==> src/sde_pkg.sv <==
package sde_pkg;
  // Clock rate of the register and timing logic
  localparam int CLK_MHZ = 10;
  localparam int NS_PER_US = 1000;

  // Register offsets
  localparam logic [7:0] REG_OUT_LEVEL = 8'h83;
  localparam logic [7:0] REG_LOCK_OUT = 8'h84;
  localparam logic [7:0] REG_GAP = 8'h85;
  localparam logic [7:0] REG_BURST_CNT = 8'h86;
  localparam logic [7:0] REG_ADJ_EN = 8'h87;
  localparam logic [7:0] REG_IN_FMT = 8'h88;
  localparam logic [7:0] REG_LIMITER = 8'h89;
  localparam logic [7:0] REG_TIMING = 8'h8a;
  localparam logic [7:0] REG_SYNC_WD = 8'h8b;
  localparam logic [7:0] REG_FSC0 = 8'h8c;
  localparam logic [7:0] REG_FSC1 = 8'h8d;
  localparam logic [7:0] REG_FSC2 = 8'h8e;
  localparam logic [7:0] REG_FSC3 = 8'h8f;
  localparam logic [7:0] REG_PHASE_HI = 8'h90;
  localparam logic [7:0] REG_CC_EVEN_LO = 8'h91;
  localparam logic [7:0] REG_CC_EVEN_HI = 8'h92;
  localparam logic [7:0] REG_CC_ODD_LO = 8'h93;
  localparam logic [7:0] REG_CC_ODD_HI = 8'h94;
  localparam logic [7:0] REG_SETUP_ODD_A = 8'h95;
  localparam logic [7:0] REG_SETUP_ODD_B = 8'h96;
  localparam logic [7:0] REG_SETUP_EVEN_A = 8'h97;
  localparam logic [7:0] REG_SETUP_EVEN_B = 8'h98;
  localparam logic [7:0] REG_CG_CTL = 8'h99;
  localparam logic [7:0] REG_CG_MID = 8'h9a;
  localparam logic [7:0] REG_CG_LOW = 8'h9b;
  localparam logic [7:0] REG_SCALE_LSB = 8'h9c;
  localparam logic [7:0] REG_Y_SCALE = 8'h9d;
  localparam logic [7:0] REG_CB_SCALE = 8'h9e;
  localparam logic [7:0] REG_CR_SCALE = 8'h9f;
  localparam logic [7:0] REG_HUE = 8'ha0;
  localparam logic [7:0] REG_BRIGHT = 8'ha1;
  localparam logic [7:0] REG_BASE = REG_OUT_LEVEL;
  localparam logic [7:0] REG_LAST = REG_BRIGHT;
  localparam int REG_COUNT = 31;

  // Reset values that differ from zero, plus RST_ZERO for all other registers
  localparam logic [7:0] RST_OUT_LEVEL = 8'h04;
  localparam logic [7:0] RST_BURST_CNT = 8'h02;
  localparam logic [7:0] RST_TIMING = 8'h08;
  localparam logic [7:0] RST_FSC0 = 8'h1f;
  localparam logic [7:0] RST_FSC1 = 8'h7c;
  localparam logic [7:0] RST_FSC2 = 8'hf0;
  localparam logic [7:0] RST_FSC3 = 8'h21;
  localparam logic [7:0] RST_ZERO = 8'h00;

  // Writable bit masks; reserved bits keep their reset value
  localparam logic [7:0] MASK_OUT_LEVEL = 8'h7f;
  localparam logic [7:0] MASK_LOCK_OUT = 8'hfe;
  localparam logic [7:0] MASK_BURST_CNT = 8'hcb;
  localparam logic [7:0] MASK_ADJ_EN = 8'hbf;
  localparam logic [7:0] MASK_IN_FMT = 8'hfe;
  localparam logic [7:0] MASK_LIMITER = 8'h33;
  localparam logic [7:0] MASK_TIMING = 8'hf7;
  localparam logic [7:0] MASK_FULL = 8'hff;

  // Field positions
  localparam int B_PEDESTAL = 0;
  localparam int B_LUMA_LVL = 1;
  localparam int F_CHROMA_LVL = 2;
  localparam int B_VBI_OPEN = 4;
  localparam int F_CC_FIELD = 5;
  localparam int F_LOCK_MODE = 1;
  localparam int B_ACT_LEN = 3;
  localparam int B_CHROMA_OFF = 4;
  localparam int B_BURST_OFF = 5;
  localparam int B_COLOR_BARS = 6;
  localparam int B_DAC_SWAP = 7;
  localparam int F_BURST_POS = 0;
  localparam int B_CEA_SYNC = 3;
  localparam int B_CNT_FREE = 6;
  localparam int B_RGB_SWAP = 7;
  localparam int B_SCALE_EN = 0;
  localparam int B_SAT_EN = 1;
  localparam int B_HUE_EN = 2;
  localparam int B_BRIGHT_EN = 3;
  localparam int B_SHAPE_EN = 4;
  localparam int B_AUTODET_EN = 5;
  localparam int B_RGB_IN = 7;
  localparam int B_NONINTERLACE = 1;
  localparam int B_DBL_BUF = 2;
  localparam int F_IN_FMT = 3;
  localparam int B_NOISE_RED = 5;
  localparam int B_GAMMA_EN = 6;
  localparam int B_GAMMA_SEL = 7;
  localparam int F_UNDERSHOOT = 0;
  localparam int F_CHROMA_DLY = 4;
  localparam int B_MASTER = 0;
  localparam int F_TMODE = 1;
  localparam int F_LUMA_DLY = 4;
  localparam int B_MIN_LUMA = 6;
  localparam int B_TIMING_RST = 7;
  localparam int F_HS_WIDTH = 0;
  localparam int F_HV_DELAY = 2;
  localparam int B_VS_EXTRA = 4;
  localparam int F_VS_WIDTH = 4;
  localparam int F_PIX_ADJ = 6;
  localparam int F_Y_LSB = 0;
  localparam int F_CB_LSB = 2;
  localparam int F_CR_LSB = 4;
  localparam int F_PH_LSB = 6;
  localparam int F_CG_HI = 0;
  localparam int B_CG_CRC = 4;
  localparam int B_CG_ODD = 5;
  localparam int B_CG_EVEN = 6;
  localparam int B_WSS_EN = 7;
  localparam int B_WSS_BLANK = 7;

  // Codes
  localparam logic [1:0] TMODE_1 = 2'h1;
  localparam logic [1:0] TMODE_2 = 2'h2;
  localparam logic [1:0] BURST_RESERVED = 2'h3;
  localparam logic [1:0] CHROMA_LVL_STD = 2'h0;

  // Analog levels in mV and active line lengths in pixels
  localparam logic [9:0] LUMA_MV_700 = 10'h2bc;
  localparam logic [9:0] LUMA_MV_714 = 10'h2ca;
  localparam logic [8:0] SYNC_MV_300 = 9'h12c;
  localparam logic [8:0] SYNC_MV_286 = 9'h11e;
  localparam logic [3:0][10:0] CHROMA_MV = {11'h288, 11'h3e8, 11'h2bc,
                                            11'h000};
  localparam logic [10:0] CHROMA_MV_PAL = 11'h2bc;
  localparam logic [10:0] CHROMA_MV_NTSC = 11'h3e8;
  localparam logic [9:0] ACT_PIX_FULL = 10'h2d0;
  localparam logic [9:0] ACT_PIX_NTSC = 10'h2c6;
  localparam logic [9:0] ACT_PIX_PAL = 10'h2be;

  // Burst start delays after horizontal sync, rounded up to cycles
  localparam int BURST_NS_0 = 5170;
  localparam int BURST_NS_1 = 5310;
  localparam int BURST_NS_2 = 5590;
  localparam logic [7:0] BURST_CYC_0 =
    8'((BURST_NS_0 * CLK_MHZ + NS_PER_US - 1) / NS_PER_US);
  localparam logic [7:0] BURST_CYC_1 =
    8'((BURST_NS_1 * CLK_MHZ + NS_PER_US - 1) / NS_PER_US);
  localparam logic [7:0] BURST_CYC_2 =
    8'((BURST_NS_2 * CLK_MHZ + NS_PER_US - 1) / NS_PER_US);

  // Sync widths and delays in clock cycles
  localparam logic [3:0][7:0] SYNC_WIDTHS = {8'h80, 8'h10, 8'h04, 8'h01};
  localparam logic [3:0][7:0] HV_DELAYS = {8'h12, 8'h08, 8'h04, 8'h00};
  localparam int VS_EXTRA_US = 32;
  localparam logic [10:0] VS_EXTRA_CYC = 11'(VS_EXTRA_US * CLK_MHZ);

  localparam int H_W = 11;
  localparam int V_W = 10;

  typedef struct packed {
    logic pedestal_en;
    logic [9:0] luma_video_mv;
    logic [8:0] luma_sync_mv;
    logic [10:0] chroma_diff_mv;
    logic blanking_lines_open;
    logic caption_odd_en;
    logic caption_even_en;
    logic [1:0] lock_mode;
    logic [9:0] active_pixels;
    logic chroma_off;
    logic burst_off;
    logic color_bars;
    logic dac2_chroma;
    logic [7:0] burst_delay_cyc;
    logic cea_sync;
    logic rgb_swap;
    logic scale_en;
    logic sat_en;
    logic hue_en;
    logic bright_en;
    logic luma_shaping_filter_gain_en;
    logic autodetect_en;
    logic rgb_input;
    logic noninterlaced;
    logic double_buffer;
    logic [1:0] input_format;
    logic noise_reduction_en;
    logic [1:0] gamma_curve;
    logic [1:0] undershoot;
    logic [1:0] chroma_delay;
    logic [1:0] luma_delay;
    logic min_luma_high;
    logic [31:0] fsc_freq;
    logic [9:0] fsc_phase;
    logic [9:0] luma_scale;
    logic [9:0] cb_scale;
    logic [9:0] cr_scale;
    logic [7:0] hue;
    logic [6:0] brightness;
    logic widescreen_signal_blank;
    logic [15:0] caption_even_data;
    logic [15:0] caption_odd_data;
    logic [15:0] setup_mask_odd;
    logic [15:0] setup_mask_even;
    logic [19:0] copy_generation_data;
    logic copy_gen_crc;
    logic copy_gen_odd;
    logic copy_gen_even;
    logic widescreen_signal_en;
  } sde_cfg_t;

  typedef struct packed {
    logic hsync;
    logic vsync;
    logic field;
    logic [H_W-1:0] h_count;
    logic [V_W-1:0] v_count;
  } sde_sync_t;
endpackage

==> src/sde_control_regs.sv <==
module sde_control_regs #(
  parameter int PIX_W = 10,
  parameter int H_TOTAL_NTSC = 858,
  parameter int H_TOTAL_PAL = 864,
  parameter int V_TOTAL_NTSC = 525,
  parameter int V_TOTAL_PAL = 625
) (
  // Clock and reset
  input wire logic sys_clk_in,
  input wire logic sys_rst_in,
  // Register port from the serial control interface
  input wire logic reg_wr_in,
  input wire logic reg_rd_in,
  input wire logic [7:0] reg_addr_in,
  input wire logic [7:0] reg_wdata_in,
  output logic [7:0] reg_rdata_out,
  output logic reg_rvalid_out,
  // Standard and external sync
  input wire logic pal_mode_in,
  input wire logic ext_hsync_in,
  input wire logic ext_vsync_in,
  // Pixel path
  input wire logic [PIX_W-1:0] pixel_in,
  output logic [PIX_W-1:0] pixel_out,
  // Decoded configuration and timing
  output sde_pkg::sde_cfg_t cfg_out,
  output sde_pkg::sde_sync_t sync_out
);
  import sde_pkg::*;

  logic [7:0] regs [REG_COUNT];
  sde_cfg_t next_cfg;
  sde_sync_t next_sync;
  logic timing_bit_prev;
  logic timing_reset;
  logic hs_meta, hs_sync, hs_prev;
  logic vs_meta, vs_sync, vs_prev;
  logic hs_edge, vs_edge;
  logic [H_W-1:0] h_count;
  logic [V_W-1:0] v_count;
  logic field;
  logic [H_W-1:0] h_last;
  logic [V_W-1:0] v_last;
  logic master, free_run;
  logic [H_W-1:0] hs_width, vs_start, vs_width;
  logic [1:0] tmode;
  logic [PIX_W-1:0] pix_dly [4];
  logic [7:0] timing_reg, sync_reg, burst_reg;

  function automatic logic is_mapped(input logic [7:0] a);
    return (a >= REG_BASE) && (a <= REG_LAST) && (a != REG_GAP);
  endfunction

  function automatic logic [4:0] ri(input logic [7:0] a);
    return 5'(a - REG_BASE);
  endfunction

  function automatic logic [7:0] reset_of(input logic [7:0] a);
    unique case (a)
      REG_OUT_LEVEL: return RST_OUT_LEVEL;
      REG_BURST_CNT: return RST_BURST_CNT;
      REG_TIMING: return RST_TIMING;
      REG_FSC0: return RST_FSC0;
      REG_FSC1: return RST_FSC1;
      REG_FSC2: return RST_FSC2;
      REG_FSC3: return RST_FSC3;
      default: return RST_ZERO;
    endcase
  endfunction

  function automatic logic [7:0] mask_of(input logic [7:0] a);
    unique case (a)
      REG_OUT_LEVEL: return MASK_OUT_LEVEL;
      REG_LOCK_OUT: return MASK_LOCK_OUT;
      REG_BURST_CNT: return MASK_BURST_CNT;
      REG_ADJ_EN: return MASK_ADJ_EN;
      REG_IN_FMT: return MASK_IN_FMT;
      REG_LIMITER: return MASK_LIMITER;
      REG_TIMING: return MASK_TIMING;
      default: return MASK_FULL;
    endcase
  endfunction

  function automatic logic [7:0] rd(input logic [7:0] a);
    return regs[ri(a)];
  endfunction

  // Register writes; reserved bits hold their reset value
  always_ff @(posedge sys_clk_in) begin
    if (sys_rst_in) begin
      for (int i = 0; i < REG_COUNT; i++) begin
        regs[i] <= reset_of(8'(int'(REG_BASE) + i));
      end
    end else if (reg_wr_in && is_mapped(reg_addr_in)) begin
      regs[ri(reg_addr_in)] <=
        (reg_wdata_in & mask_of(reg_addr_in)) |
        (regs[ri(reg_addr_in)] & ~mask_of(reg_addr_in));
    end
  end

  // Register reads, answered one cycle later
  always_ff @(posedge sys_clk_in) begin
    if (sys_rst_in) begin
      reg_rdata_out <= 8'h00;
      reg_rvalid_out <= 1'b0;
    end else begin
      reg_rvalid_out <= reg_rd_in;
      if (reg_rd_in) begin
        reg_rdata_out <= is_mapped(reg_addr_in) ? regs[ri(reg_addr_in)]
                                                : 8'h00;
      end
    end
  end

  // Decode of configuration fields
  always_comb begin
    logic [7:0] r83, r84, r86, r87, r88, r89, r8a, r9c, r99, ra1;
    r83 = rd(REG_OUT_LEVEL);
    r84 = rd(REG_LOCK_OUT);
    r86 = rd(REG_BURST_CNT);
    r87 = rd(REG_ADJ_EN);
    r88 = rd(REG_IN_FMT);
    r89 = rd(REG_LIMITER);
    r8a = rd(REG_TIMING);
    r9c = rd(REG_SCALE_LSB);
    r99 = rd(REG_CG_CTL);
    ra1 = rd(REG_BRIGHT);
    next_cfg = '0;
    next_cfg.pedestal_en = r83[B_PEDESTAL];
    next_cfg.luma_video_mv = r83[B_LUMA_LVL] ? LUMA_MV_714
                                             : LUMA_MV_700;
    next_cfg.luma_sync_mv = r83[B_LUMA_LVL] ? SYNC_MV_286 : SYNC_MV_300;
    if (r83[F_CHROMA_LVL +: 2] == CHROMA_LVL_STD) begin
      next_cfg.chroma_diff_mv = pal_mode_in ? CHROMA_MV_PAL
                                            : CHROMA_MV_NTSC;
    end else begin
      next_cfg.chroma_diff_mv = CHROMA_MV[r83[F_CHROMA_LVL +: 2]];
    end
    next_cfg.blanking_lines_open = r83[B_VBI_OPEN];
    next_cfg.caption_odd_en = r83[F_CC_FIELD];
    next_cfg.caption_even_en = r83[F_CC_FIELD + 1];
    next_cfg.lock_mode = r84[F_LOCK_MODE +: 2];
    if (!r84[B_ACT_LEN]) begin
      next_cfg.active_pixels = ACT_PIX_FULL;
    end else begin
      next_cfg.active_pixels = pal_mode_in ? ACT_PIX_PAL : ACT_PIX_NTSC;
    end
    next_cfg.chroma_off = r84[B_CHROMA_OFF];
    next_cfg.burst_off = r84[B_BURST_OFF];
    next_cfg.color_bars = r84[B_COLOR_BARS];
    next_cfg.dac2_chroma = r84[B_DAC_SWAP];
    unique case (r86[F_BURST_POS +: 2])
      2'h0: next_cfg.burst_delay_cyc = BURST_CYC_0;
      2'h1: next_cfg.burst_delay_cyc = BURST_CYC_1;
      default: next_cfg.burst_delay_cyc = BURST_CYC_2;
    endcase
    next_cfg.cea_sync = r86[B_CEA_SYNC];
    next_cfg.rgb_swap = r86[B_RGB_SWAP];
    next_cfg.scale_en = r87[B_SCALE_EN];
    next_cfg.sat_en = r87[B_SAT_EN];
    next_cfg.hue_en = r87[B_HUE_EN];
    next_cfg.bright_en = r87[B_BRIGHT_EN];
    next_cfg.luma_shaping_filter_gain_en = r87[B_SHAPE_EN];
    next_cfg.autodetect_en = r87[B_AUTODET_EN];
    next_cfg.rgb_input = r87[B_RGB_IN];
    next_cfg.noninterlaced = r88[B_NONINTERLACE];
    next_cfg.double_buffer = r88[B_DBL_BUF];
    next_cfg.input_format = r88[F_IN_FMT +: 2];
    next_cfg.noise_reduction_en = r88[B_NOISE_RED];
    // 0 off, 1 first curve, 2 second curve
    next_cfg.gamma_curve = !r88[B_GAMMA_EN] ? 2'h0 :
                           (r88[B_GAMMA_SEL] ? 2'h2 : 2'h1);
    next_cfg.undershoot = r89[F_UNDERSHOOT +: 2];
    next_cfg.chroma_delay = r89[F_CHROMA_DLY +: 2];
    next_cfg.luma_delay = r8a[F_LUMA_DLY +: 2];
    next_cfg.min_luma_high = r8a[B_MIN_LUMA];
    next_cfg.fsc_freq = {rd(REG_FSC3), rd(REG_FSC2), rd(REG_FSC1),
                         rd(REG_FSC0)};
    next_cfg.fsc_phase = {rd(REG_PHASE_HI), r9c[F_PH_LSB +: 2]};
    next_cfg.luma_scale = {rd(REG_Y_SCALE), r9c[F_Y_LSB +: 2]};
    next_cfg.cb_scale = {rd(REG_CB_SCALE), r9c[F_CB_LSB +: 2]};
    next_cfg.cr_scale = {rd(REG_CR_SCALE), r9c[F_CR_LSB +: 2]};
    next_cfg.hue = rd(REG_HUE);
    next_cfg.brightness = ra1[6:0];
    next_cfg.widescreen_signal_blank = ra1[B_WSS_BLANK];
    next_cfg.caption_even_data = {rd(REG_CC_EVEN_HI), rd(REG_CC_EVEN_LO)};
    next_cfg.caption_odd_data = {rd(REG_CC_ODD_HI), rd(REG_CC_ODD_LO)};
    next_cfg.setup_mask_odd = {rd(REG_SETUP_ODD_B), rd(REG_SETUP_ODD_A)};
    next_cfg.setup_mask_even = {rd(REG_SETUP_EVEN_B),
                                rd(REG_SETUP_EVEN_A)};
    next_cfg.copy_generation_data = {r99[F_CG_HI +: 4], rd(REG_CG_MID),
                                     rd(REG_CG_LOW)};
    next_cfg.copy_gen_crc = r99[B_CG_CRC];
    next_cfg.copy_gen_odd = r99[B_CG_ODD];
    next_cfg.copy_gen_even = r99[B_CG_EVEN];
    next_cfg.widescreen_signal_en = r99[B_WSS_EN];
  end

  always_ff @(posedge sys_clk_in) begin
    if (sys_rst_in) begin
      cfg_out <= '0;
    end else begin
      cfg_out <= next_cfg;
    end
  end

  // Control registers read by the timing logic
  assign timing_reg = rd(REG_TIMING);
  assign sync_reg = rd(REG_SYNC_WD);
  assign burst_reg = rd(REG_BURST_CNT);

  // Stored bit falling after a rise marks a low-high-low sequence
  assign timing_reset = timing_bit_prev &
                        ~timing_reg[B_TIMING_RST];

  always_ff @(posedge sys_clk_in) begin
    if (sys_rst_in) begin
      timing_bit_prev <= 1'b0;
    end else begin
      timing_bit_prev <= timing_reg[B_TIMING_RST];
    end
  end

  // External sync synchronisers
  always_ff @(posedge sys_clk_in) begin
    if (sys_rst_in) begin
      hs_meta <= 1'b0;
      hs_sync <= 1'b0;
      hs_prev <= 1'b0;
      vs_meta <= 1'b0;
      vs_sync <= 1'b0;
      vs_prev <= 1'b0;
    end else begin
      hs_meta <= ext_hsync_in;
      hs_sync <= hs_meta;
      hs_prev <= hs_sync;
      vs_meta <= ext_vsync_in;
      vs_sync <= vs_meta;
      vs_prev <= vs_sync;
    end
  end

  assign hs_edge = hs_sync & ~hs_prev;
  assign vs_edge = vs_sync & ~vs_prev;
  assign free_run = burst_reg[B_CNT_FREE];
  assign h_last = pal_mode_in ? H_W'(H_TOTAL_PAL - 1) : H_W'(H_TOTAL_NTSC - 1);
  assign v_last = pal_mode_in ? V_W'(V_TOTAL_PAL - 1) : V_W'(V_TOTAL_NTSC - 1);

  // Line and field counters
  always_ff @(posedge sys_clk_in) begin
    if (sys_rst_in || timing_reset) begin
      h_count <= '0;
      v_count <= '0;
      field <= 1'b0;
    end else if (free_run) begin
      h_count <= hs_edge ? '0 : h_count + 1'b1;
      if (vs_edge) begin
        v_count <= '0;
        field <= ~field;
      end else if (hs_edge) begin
        v_count <= v_count + 1'b1;
      end
    end else if (h_count >= h_last) begin
      h_count <= '0;
      if (v_count >= v_last) begin
        v_count <= '0;
        field <= ~field;
      end else begin
        v_count <= v_count + 1'b1;
      end
    end else begin
      h_count <= h_count + 1'b1;
    end
  end

  // Master-mode sync generation
  assign master = timing_reg[B_MASTER];
  assign tmode = timing_reg[F_TMODE +: 2];
  assign hs_width = H_W'(SYNC_WIDTHS[sync_reg[F_HS_WIDTH +: 2]]);
  assign vs_start = H_W'(HV_DELAYS[sync_reg[F_HV_DELAY +: 2]]) +
                    ((tmode == TMODE_1 && sync_reg[B_VS_EXTRA]) ?
                     VS_EXTRA_CYC : '0);
  assign vs_width = (tmode == TMODE_2) ?
                    H_W'(SYNC_WIDTHS[sync_reg[F_VS_WIDTH +: 2]]) :
                    hs_width;

  always_comb begin
    next_sync.h_count = h_count;
    next_sync.v_count = v_count;
    next_sync.field = field;
    next_sync.hsync = master && (h_count < hs_width);
    next_sync.vsync = master && (v_count == '0) &&
                      (h_count >= vs_start) &&
                      (h_count < vs_start + vs_width);
  end

  always_ff @(posedge sys_clk_in) begin
    if (sys_rst_in) begin
      sync_out <= '0;
    end else begin
      sync_out <= next_sync;
    end
  end

  // Pixel shift relative to horizontal sync
  always_ff @(posedge sys_clk_in) begin
    if (sys_rst_in) begin
      for (int i = 0; i < 4; i++) begin
        pix_dly[i] <= '0;
      end
      pixel_out <= '0;
    end else begin
      pix_dly[0] <= pixel_in;
      for (int i = 1; i < 4; i++) begin
        pix_dly[i] <= pix_dly[i-1];
      end
      pixel_out <= pix_dly[sync_reg[F_PIX_ADJ +: 2]];
    end
  end
endmodule // sde_control_regs

==> config.mk <==
export PLATFORM = sky130hd
export DESIGN_NAME = sde_control_regs
export DESIGN_NICKNAME = d
export VERILOG_FILES = /design/src/sde_pkg.sv /design/src/sde_control_regs.sv
export SDC_FILE = /design/constraint.sdc
export NUM_CORES = 1
export LEC_CHECK = 0
export BUFFER_PORTS_ARGS = -buffer_cell sky130_fd_sc_hd__buf_4
export CELL_PAD_IN_SITES_DETAIL_PLACEMENT = 1
export CELL_PAD_IN_SITES_GLOBAL_PLACEMENT = 1
export CORE_ASPECT_RATIO = 2
export CORE_MARGIN = 10
export CORE_UTILIZATION = 46
export CTS_BUF_LIST = sky130_fd_sc_hd__clkbuf_16
export CTS_CLUSTER_SIZE = 10
export DETAILED_ROUTE_END_ITERATION = 12
export GPL_TIMING_DRIVEN = 0
export HOLD_SLACK_MARGIN = 0.1
export PLACE_DENSITY_LB_ADDON = 0.1
export SKIP_LAST_GASP = 1
export SYNTH_ARGS = -nofsm -noshare
export SYNTH_HDL_FRONTEND = slang
export SYNTH_SLANG_ARGS = --single-unit
==> constraint.sdc <==
create_clock -name sys_clk_in -period 5.65 [get_ports sys_clk_in]
set_input_delay 0.8475 -clock sys_clk_in [delete_from_list [all_inputs] [get_ports sys_clk_in]]
set_output_delay 0.8475 -clock sys_clk_in [all_outputs]
set_load 0.01 [all_outputs]
==> impl_metrics.ini, run 1 <==
[global_routing]
grt.busiest_layer = met2
grtUsageMet2_pct = 55.2
grt_pass1_vias = 18491
grt.overflow.total = 0
gr-usage-met3_pct = 6.26
grt_first_pass_wirelength_mm = 130
antenna_found_initial = 3
grt_max_degree = 12
met1_usage_pct = 29.7
grt_use_total_pct = 30.6

[pwr]
p_leak_nw = 11.7
total_power_mw = 9.85
peakVddDrop_uv = 302
p_per_area_nw_per_um2 = 345

[synth]
ys.flop_type = dfxtp_1
synth-seq-cells = 591
ys_top_cells_by_area = edfxtp_1, dfxtp_1, nor2b_1
avgSynthCellArea_um2 = 12.3
yosysTopAreaCellShare_pct = 33.2
async_reset_ff_share_pct = 0
synth_warnings = 0
synth.largest_area_cell = edfxtp_1
synth_area_um2 = 23200
synth_edf_count = 256
synth-seq-area-share_pct = 62.1
netlist_instances = 1883
synthDistinctLibCells = 78

[clock_network]
cts_root_buffer = clkbuf_16
clk_path_buf_depth = 3
numCtsBuffers = 69
cts_hold_buf = 0
cts_tree = built
h-tree-depth = 3
cts.sinks = 591
path_clk_slew_ns = 0.05
clock_latency_ns = 0.62

[placement]
place_ws_ns = -1.31
io_buffers = 318
place.gp.congestion = 1.01
hpwlAfterDp_mm = 71.2

[timing]
worst_slew_pin_slew_ns = 1.35
drv_slew = 0
rsz0062_at_grt = false
maxSlewHeadroom_pct = 9.79
setup_slack_ns = 0.106
post-route-period-util_pct = 98.1
period_minus_slack_ns = 5.54
clock_skew_ns = 0.0170
finalHoldViolCount = 0
fmax_mhz = 180
setup_violations = 0

[setup_path]
max_stage_delay_ns = 0.45
crit_end = regs[19][6]$_SDFFCE_PN0P_
startpoint_type = input port
crit_start = reg_addr_in[0]
cp.arrival_ns = 5.89
crit_buf_inv = 11
r2r_slack_ns = 2.27
cp_cell_sequence = buf_4 > buf_4 > buf_6 > buf_4 > buf_6 > inv_1 > ha_1 > buf_2 > buf_4 > buf_4 > buf_2 > nor2_1 > a21oi_1 > o22a_1 > a41o_1 > buf_2 > nor2_1
crit_cells = 17
path_max_fanout = 10
rr_startpoint = regs[8][5]$_SDFFCE_PN0P_
required_ns = 6.00
path_class = input port to register
r2r-end = regs[0][5]$_SDFFCE_PN0P_
cpMostUsedCell = buf_4
crit_family = buffers and inverters
cp-end-kind = register
reg2reg_depth = 7
crit_slowest_cell = a21oi_1

[min_path]
hp-class = register to register

[floorplan]
core_area_um2 = 49900
start_util_pct = 46.4
die_area_um2 = 60300
die_w_um = 179
num_rows = 116
io_pins = 333
die_y_um = 337

[detailed_routing]
routedWlPerCell_um = 31.0
routed_wl_mm = 92.7
num_vias = 16760
drc = 0
ant_nets = 0
first_pass_iters = 5
vias_per_cell = 5.61
drt_iter0_drc = 1247

[status]
status = finished clean

[final_layout]
nets = 2359
diodes = 0
area_delta_synth_final_pct = 23.2
drive_above_1_share_pct = 26.9
num-fill-cells = 5187

[flow_run]
drv_cap = 0
-- placed cells by master, fill, tap and decap left out, types with 12 or more instances in the layout --
cell type / netlist / final
nand2_1: 67 / 67
mux2i_1: 24 / 24
a21oi_1: 37 / 37
buf_2: 40 / 35
a211oi_1: 22 / 22
clkbuf_1: 72 / 71
nor2b_1: 278 / 278
and2_1: 14 / 14
nor3_1: 50 / 50
dfxtp_1: 335 / 335
xor2_1: 14 / 14
mux4_2: 58 / 58
inv_1: 55 / 96
nand3_1: 13 / 13
edfxtp_1: 256 / 256
ha_1: 35 / 35
clkbuf_16: 0 / 71
nor3_2: 23 / 23
conb_1: 1 / 13
buf_4: 41 / 370
nor2_1: 215 / 215
mux2_2: 17 / 17
or3_1: 17 / 17
o21ai_0: 16 / 16
o22ai_1: 12 / 12
nand2b_1: 12 / 12
-- state kept, by name (all words and copies together) (netlist names), 8 cells and up --
register       count
regs             256
h_count           11
pixel_out         10
reg_rdata_out      8
pix_dly           40
v_count           10
cfg_out          223
sync_out          24
-- stage by stage --
step           hold WS, ns  cells  TNS (ns)  util (%)  area, µm²
2_1_floorplan        0.414   1895         0         -      23200
3_3_place_gp         0.436   2862   -138.89      52.9      26400
3_5_place_dp         0.427   2862   -142.93      52.9      26400
4_1_cts              0.420   2987         0      57.1      28500
5_1_grt              0.439   2987         0      57.2      28500
6_report             0.440   2987         0      57.2      28500
-- layer usage --
layer	part of all wire [%]	up-vias
met5	0.029	-
met4	8.3	4
met3	6.7	268
met2	53	790
met1	32	8395
li1	-	7303
-- cell usage after synthesis, types with 17 or more instances --
| library cell | number |
|---|---|
| a211oi_1 | 22 |
| a21oi_1 | 37 |
| buf_2 | 40 |
| buf_4 | 41 |
| clkbuf_1 | 72 |
| dfxtp_1 | 335 |
| edfxtp_1 | 256 |
| ha_1 | 35 |
| inv_1 | 55 |
| mux2_2 | 17 |
| mux2i_1 | 24 |
| mux4_2 | 58 |
| nand2_1 | 67 |
| nor2_1 | 215 |
| nor2b_1 | 278 |
| nor3_1 | 50 |
| nor3_2 | 23 |
| or3_1 | 17 |
-- kinds of logic after synthesis --
| family | synth area share, % |
|---|---|
| AOI/OAI and AO/OA | 4.75 |
| xor gates and xnor gates | 0.794 |
| adders and majority gates | 1.89 |
| buffers and inverters | 4.79 |
| DFF | 62.1 |
| muxes | 7.50 |
| other | 0.0162 |
| and+or+nand+nor | 18.1 |
-- power by group --
group	switching (mW)	internal, mW	total (mW)
sequential	0.116	4.65	4.77
combinational	0.647	0.377	1.02
clock	1.78	2.28	4.06
total	2.55	7.31	9.85
-- worst min-delay path by stage --
stage	from	to	slack, ns	cells after the start
2_1_floorplan	hs_meta$_SDFF_PP0_	hs_sync$_SDFF_PP0_	0.41	1
3_3_place_gp	hs_meta$_SDFF_PP0_	hs_sync$_SDFF_PP0_	0.44	1
3_5_place_dp	hs_meta$_SDFF_PP0_	hs_sync$_SDFF_PP0_	0.43	1
4_1_cts	reg_wdata_in[1]	regs[31][1]$_DFFE_PP_	0.42	1
5_1_grt	reg_wdata_in[1]	regs[31][1]$_DFFE_PP_	0.44	1
6_report	hs_meta$_SDFF_PP0_	hs_sync$_SDFF_PP0_	0.44	1
-- repair_timing --
| action | CTS | global route |
|---|---|---|
| pin swaps | 3 | 0 |
| endpoints found under the setup margin | 132 | 17 |
| resized for setup | 9 | 2 |
| setup buffers | 7 | 0 |
-- final cells by class --
class / instances / area (µm²) / share of cell area [%]
plain buffers: 167 / 923 / 3.24
clock buffers: 71 / 1780 / 6.23
clock inverters: 47 / 258 / 0.903
inverters: 56 / 210 / 0.737
multi-input cells: 1081 / 7720 / 27.1
flip-flops and latches: 591 / 14400 / 50.4
well taps: 649 / 812 / 2.85
repair buffers: 325 / 2440 / 8.55
(Power assumes the default switching activity.)
==> inputs of run 2 (changes only) <==
--- a/config.mk
+++ b/config.mk
@@ -10,7 +10,7 @@
 export CELL_PAD_IN_SITES_GLOBAL_PLACEMENT = 1
 export CORE_ASPECT_RATIO = 2
 export CORE_MARGIN = 10
-export CORE_UTILIZATION = 46
+export CORE_UTILIZATION = 30
 export CTS_BUF_LIST = sky130_fd_sc_hd__clkbuf_16
 export CTS_CLUSTER_SIZE = 10
 export DETAILED_ROUTE_END_ITERATION = 12
==> run 2 against run 1 <==
Effect of this change:
- the run now ends with capacitance limit, slew limit left
- largest cell class unchanged
- critical path type unchanged
- sequential power barely moved
- worst setup slack got worse by 0.031 ns
- via count fell by 2.1%
- fmax fell by 0.56%
- final cell count rose by 12%
- core utilization fell by 19 points
- critical path depth fell by 1
==> impl_metrics.ini, run 2 (same netlist as run 1, synthesis figures left out) <==
[pwr]
combPwrFrac_pct = 10.7
seqPwrFrac_pct = 48.7
p_int_mw = 7.28
p_leak_nw = 11.7
peakVddDrop_uv = 221
netSwitchingPower_mw = 2.53
p_per_area_nw_per_um2 = 339
switching_share_pct = 25.8
p_clk_share_pct = 40.6

[setup_path]
cp.arrival_ns = 5.94
path_class = input port to register
rr_startpoint = regs[7][2]$_SDFFCE_PN0P_
crit_start = reg_addr_in[0]
reg2reg_depth = 14
crit_family = buffers and inverters
r2r-end = sync_out[22]$_SDFF_PP0_
startpoint_type = input port
path_max_fanout = 10
cpMostUsedCell = buf_4
max_stage_delay_ns = 0.51
crit_slowest_cell = a221oi_1
crit_cells = 16
r2r_slack_ns = 2.39
required_ns = 6.01
crit_buf_inv = 10
cp_cell_sequence = buf_4 > buf_4 > buf_6 > buf_4 > buf_4 > inv_1 > ha_1 > buf_2 > buf_4 > buf_4 > mux4_2 > o2bb2ai_1 > a221oi_1 > a41o_2 > buf_4 > nor2_1
crit_end = regs[18][6]$_SDFFCE_PN0P_
cp-end-kind = register

[global_routing]
grt.busiest_layer = met2
grt_pass1_vias = 18011
gr-usage-met3_pct = 4.02
grt_use_total_pct = 22.2
met1_usage_pct = 23.6
grtUsageMet2_pct = 40.9
grt_first_pass_wirelength_mm = 140
antenna_found_initial = 1
grt.overflow.total = 0
grt_max_degree = 12

[detailed_routing]
ant_nets = 0
first_pass_iters = 5
drt_iter0_drc = 1072
routed_wl_mm = 101
routedWlPerCell_um = 29.9
num_vias = 16412
drc = 0
vias_per_cell = 4.89

[final_layout]
multi_input_area_um2 = 7710
largestRegisters = regs: 256 flops, cfg_out: 223 flops, pix_dly: 40 flops
drive_above_1_share_pct = 27.1
utilization_pct = 37.7
regMostFlops = regs
layout_common_cells = buf_4, dfxtp_1, nor2b_1
num-fill-cells = 8438
largest_reg_flops = 256
layout.cells.non_filler = 3359
area_delta_synth_final_pct = 24.9
nets = 2364
layout_commonest_cell = buf_4
final-seq-area_um2 = 14400

[placement]
dpl.cell_count = 3235
hpwlAfterDp_mm = 78.2
place.gp.congestion = 0.956
io_buffers = 318

[clock_network]
clock_latency_ns = 0.64
clk_path_buf_depth = 3
cts.sinks = 591
cts_root_buffer = clkbuf_16
path_clk_slew_ns = 0.06
cts_tree = built
cts_hold_buf = 0
h-tree-depth = 3
numCtsBuffers = 69

[min_path]
hp-class = input port to register

[timing]
post-route-period-util_pct = 98.7
maxSlewHeadroom_pct = -1.53
worst_slew_pin_slew_ns = 1.52
fmax_mhz = 179
finalHoldViolCount = 0
drv_slew = 11
rsz0062_at_grt = false
period_minus_slack_ns = 5.58
setup_violations = 0
clock_skew_ns = 0.0271

[flow_run]
drv_cap = 1

[floorplan]
die_w_um = 216
die_area_um2 = 89400
start_util_pct = 30.2
io_pins = 333
die_y_um = 413
num_rows = 144
core_area_um2 = 76800

[status]
violations = capacitance limit, slew limit
status = complete, but fails checks
[run 2: cell types whose count changed in the layout (fill, tap and decap cells not counted), sizes merged]
cell and delta:
inv -6, buf +5, clkbuf +1, clkdlybuf4s15 -1
clkinv -1, diode +1
[run 2: final cells by class]
type | instances | area share (%)
antenna | 1 | 0.00865
buffer | 167 | 3.19
clock buffer | 71 | 6.14
clock inverter | 40 | 0.541
inverter | 56 | 0.727
multi-input combinational | 1081 | 26.7
sequential | 591 | 49.8
tap | 1022 | 4.42
timing repair buffer | 330 | 8.56
[run 2: worst register-to-register path, delay by kind of cell, from the launching register on]
family | cells | cell delay (ns)
and+or+nand+nor | 3 | 0.63
xor gates and xnor gates | 1 | 0.13
DFF | 1 | 0.54
adders and majority gates | 3 | 0.73
AOI/OAI and AO/OA | 6 | 0.92
buffers and inverters | 1 | 0.18
[run 2: routing by layer]
layer,vias up,wire [µm],part of all wire [%]
li1,7290,-,-
met1,8373,37300,37
met2,585,53700,53
met3,164,4630,4.6
met4,0,4940,4.9
met5,-,0,0
[run 2: per-stage QoR]
| step | power [mW] | hold slack [ns] | setup TNS, ns | area [µm²] | setup slack, ns |
|---|---|---|---|---|---|
| floorplan | 5.30 | 0.414 | 0 | 23200 | 1.45 |
| global placement | 5.90 | 0.444 | -180.92 | 26900 | -1.89 |
| detailed placement | 5.91 | 0.430 | -184.17 | 26900 | -1.83 |
| CTS | 9.93 | 0.365 | 0 | 28900 | 0.0437 |
| global route | 10.1 | 0.392 | 0 | 28900 | 0.0263 |
| finish | 9.81 | 0.406 | 0 | 28900 | 0.0743 |
[run 2: worst min-delay path by stage]
stage	cells past startpoint	endpoint	slack, ns	startpoint
floorplan	1	hs_sync$_SDFF_PP0_	0.41	hs_meta$_SDFF_PP0_
global placement	1	pix_dly[3][1]$_SDFF_PP0_	0.44	pix_dly[2][1]$_SDFF_PP0_
detailed placement	1	vs_sync$_SDFF_PP0_	0.43	vs_meta$_SDFF_PP0_
CTS	1	regs[31][1]$_DFFE_PP_	0.37	reg_wdata_in[1]
global route	1	regs[31][1]$_DFFE_PP_	0.39	reg_wdata_in[1]
finish	1	regs[31][1]$_DFFE_PP_	0.41	reg_wdata_in[1]
[run 2: timing repair]
| action | in CTS | in global routing |
|---|---|---|
| resized for setup | 15 | 1 |
| setup buffers | 12 | 0 |
| pin swaps | 4 | 0 |
| endpoints found under the setup margin | 147 | 13 |
[run 2: power by group through the flow]
stage,combinational [mW],sequential [mW],clock [mW]
floorplan,0.460,4.84,0
global placement,1.04,4.86,0
detailed placement,1.05,4.86,0
CTS,1.07,4.77,4.09
global route,1.10,4.79,4.23
finish,1.05,4.77,3.98
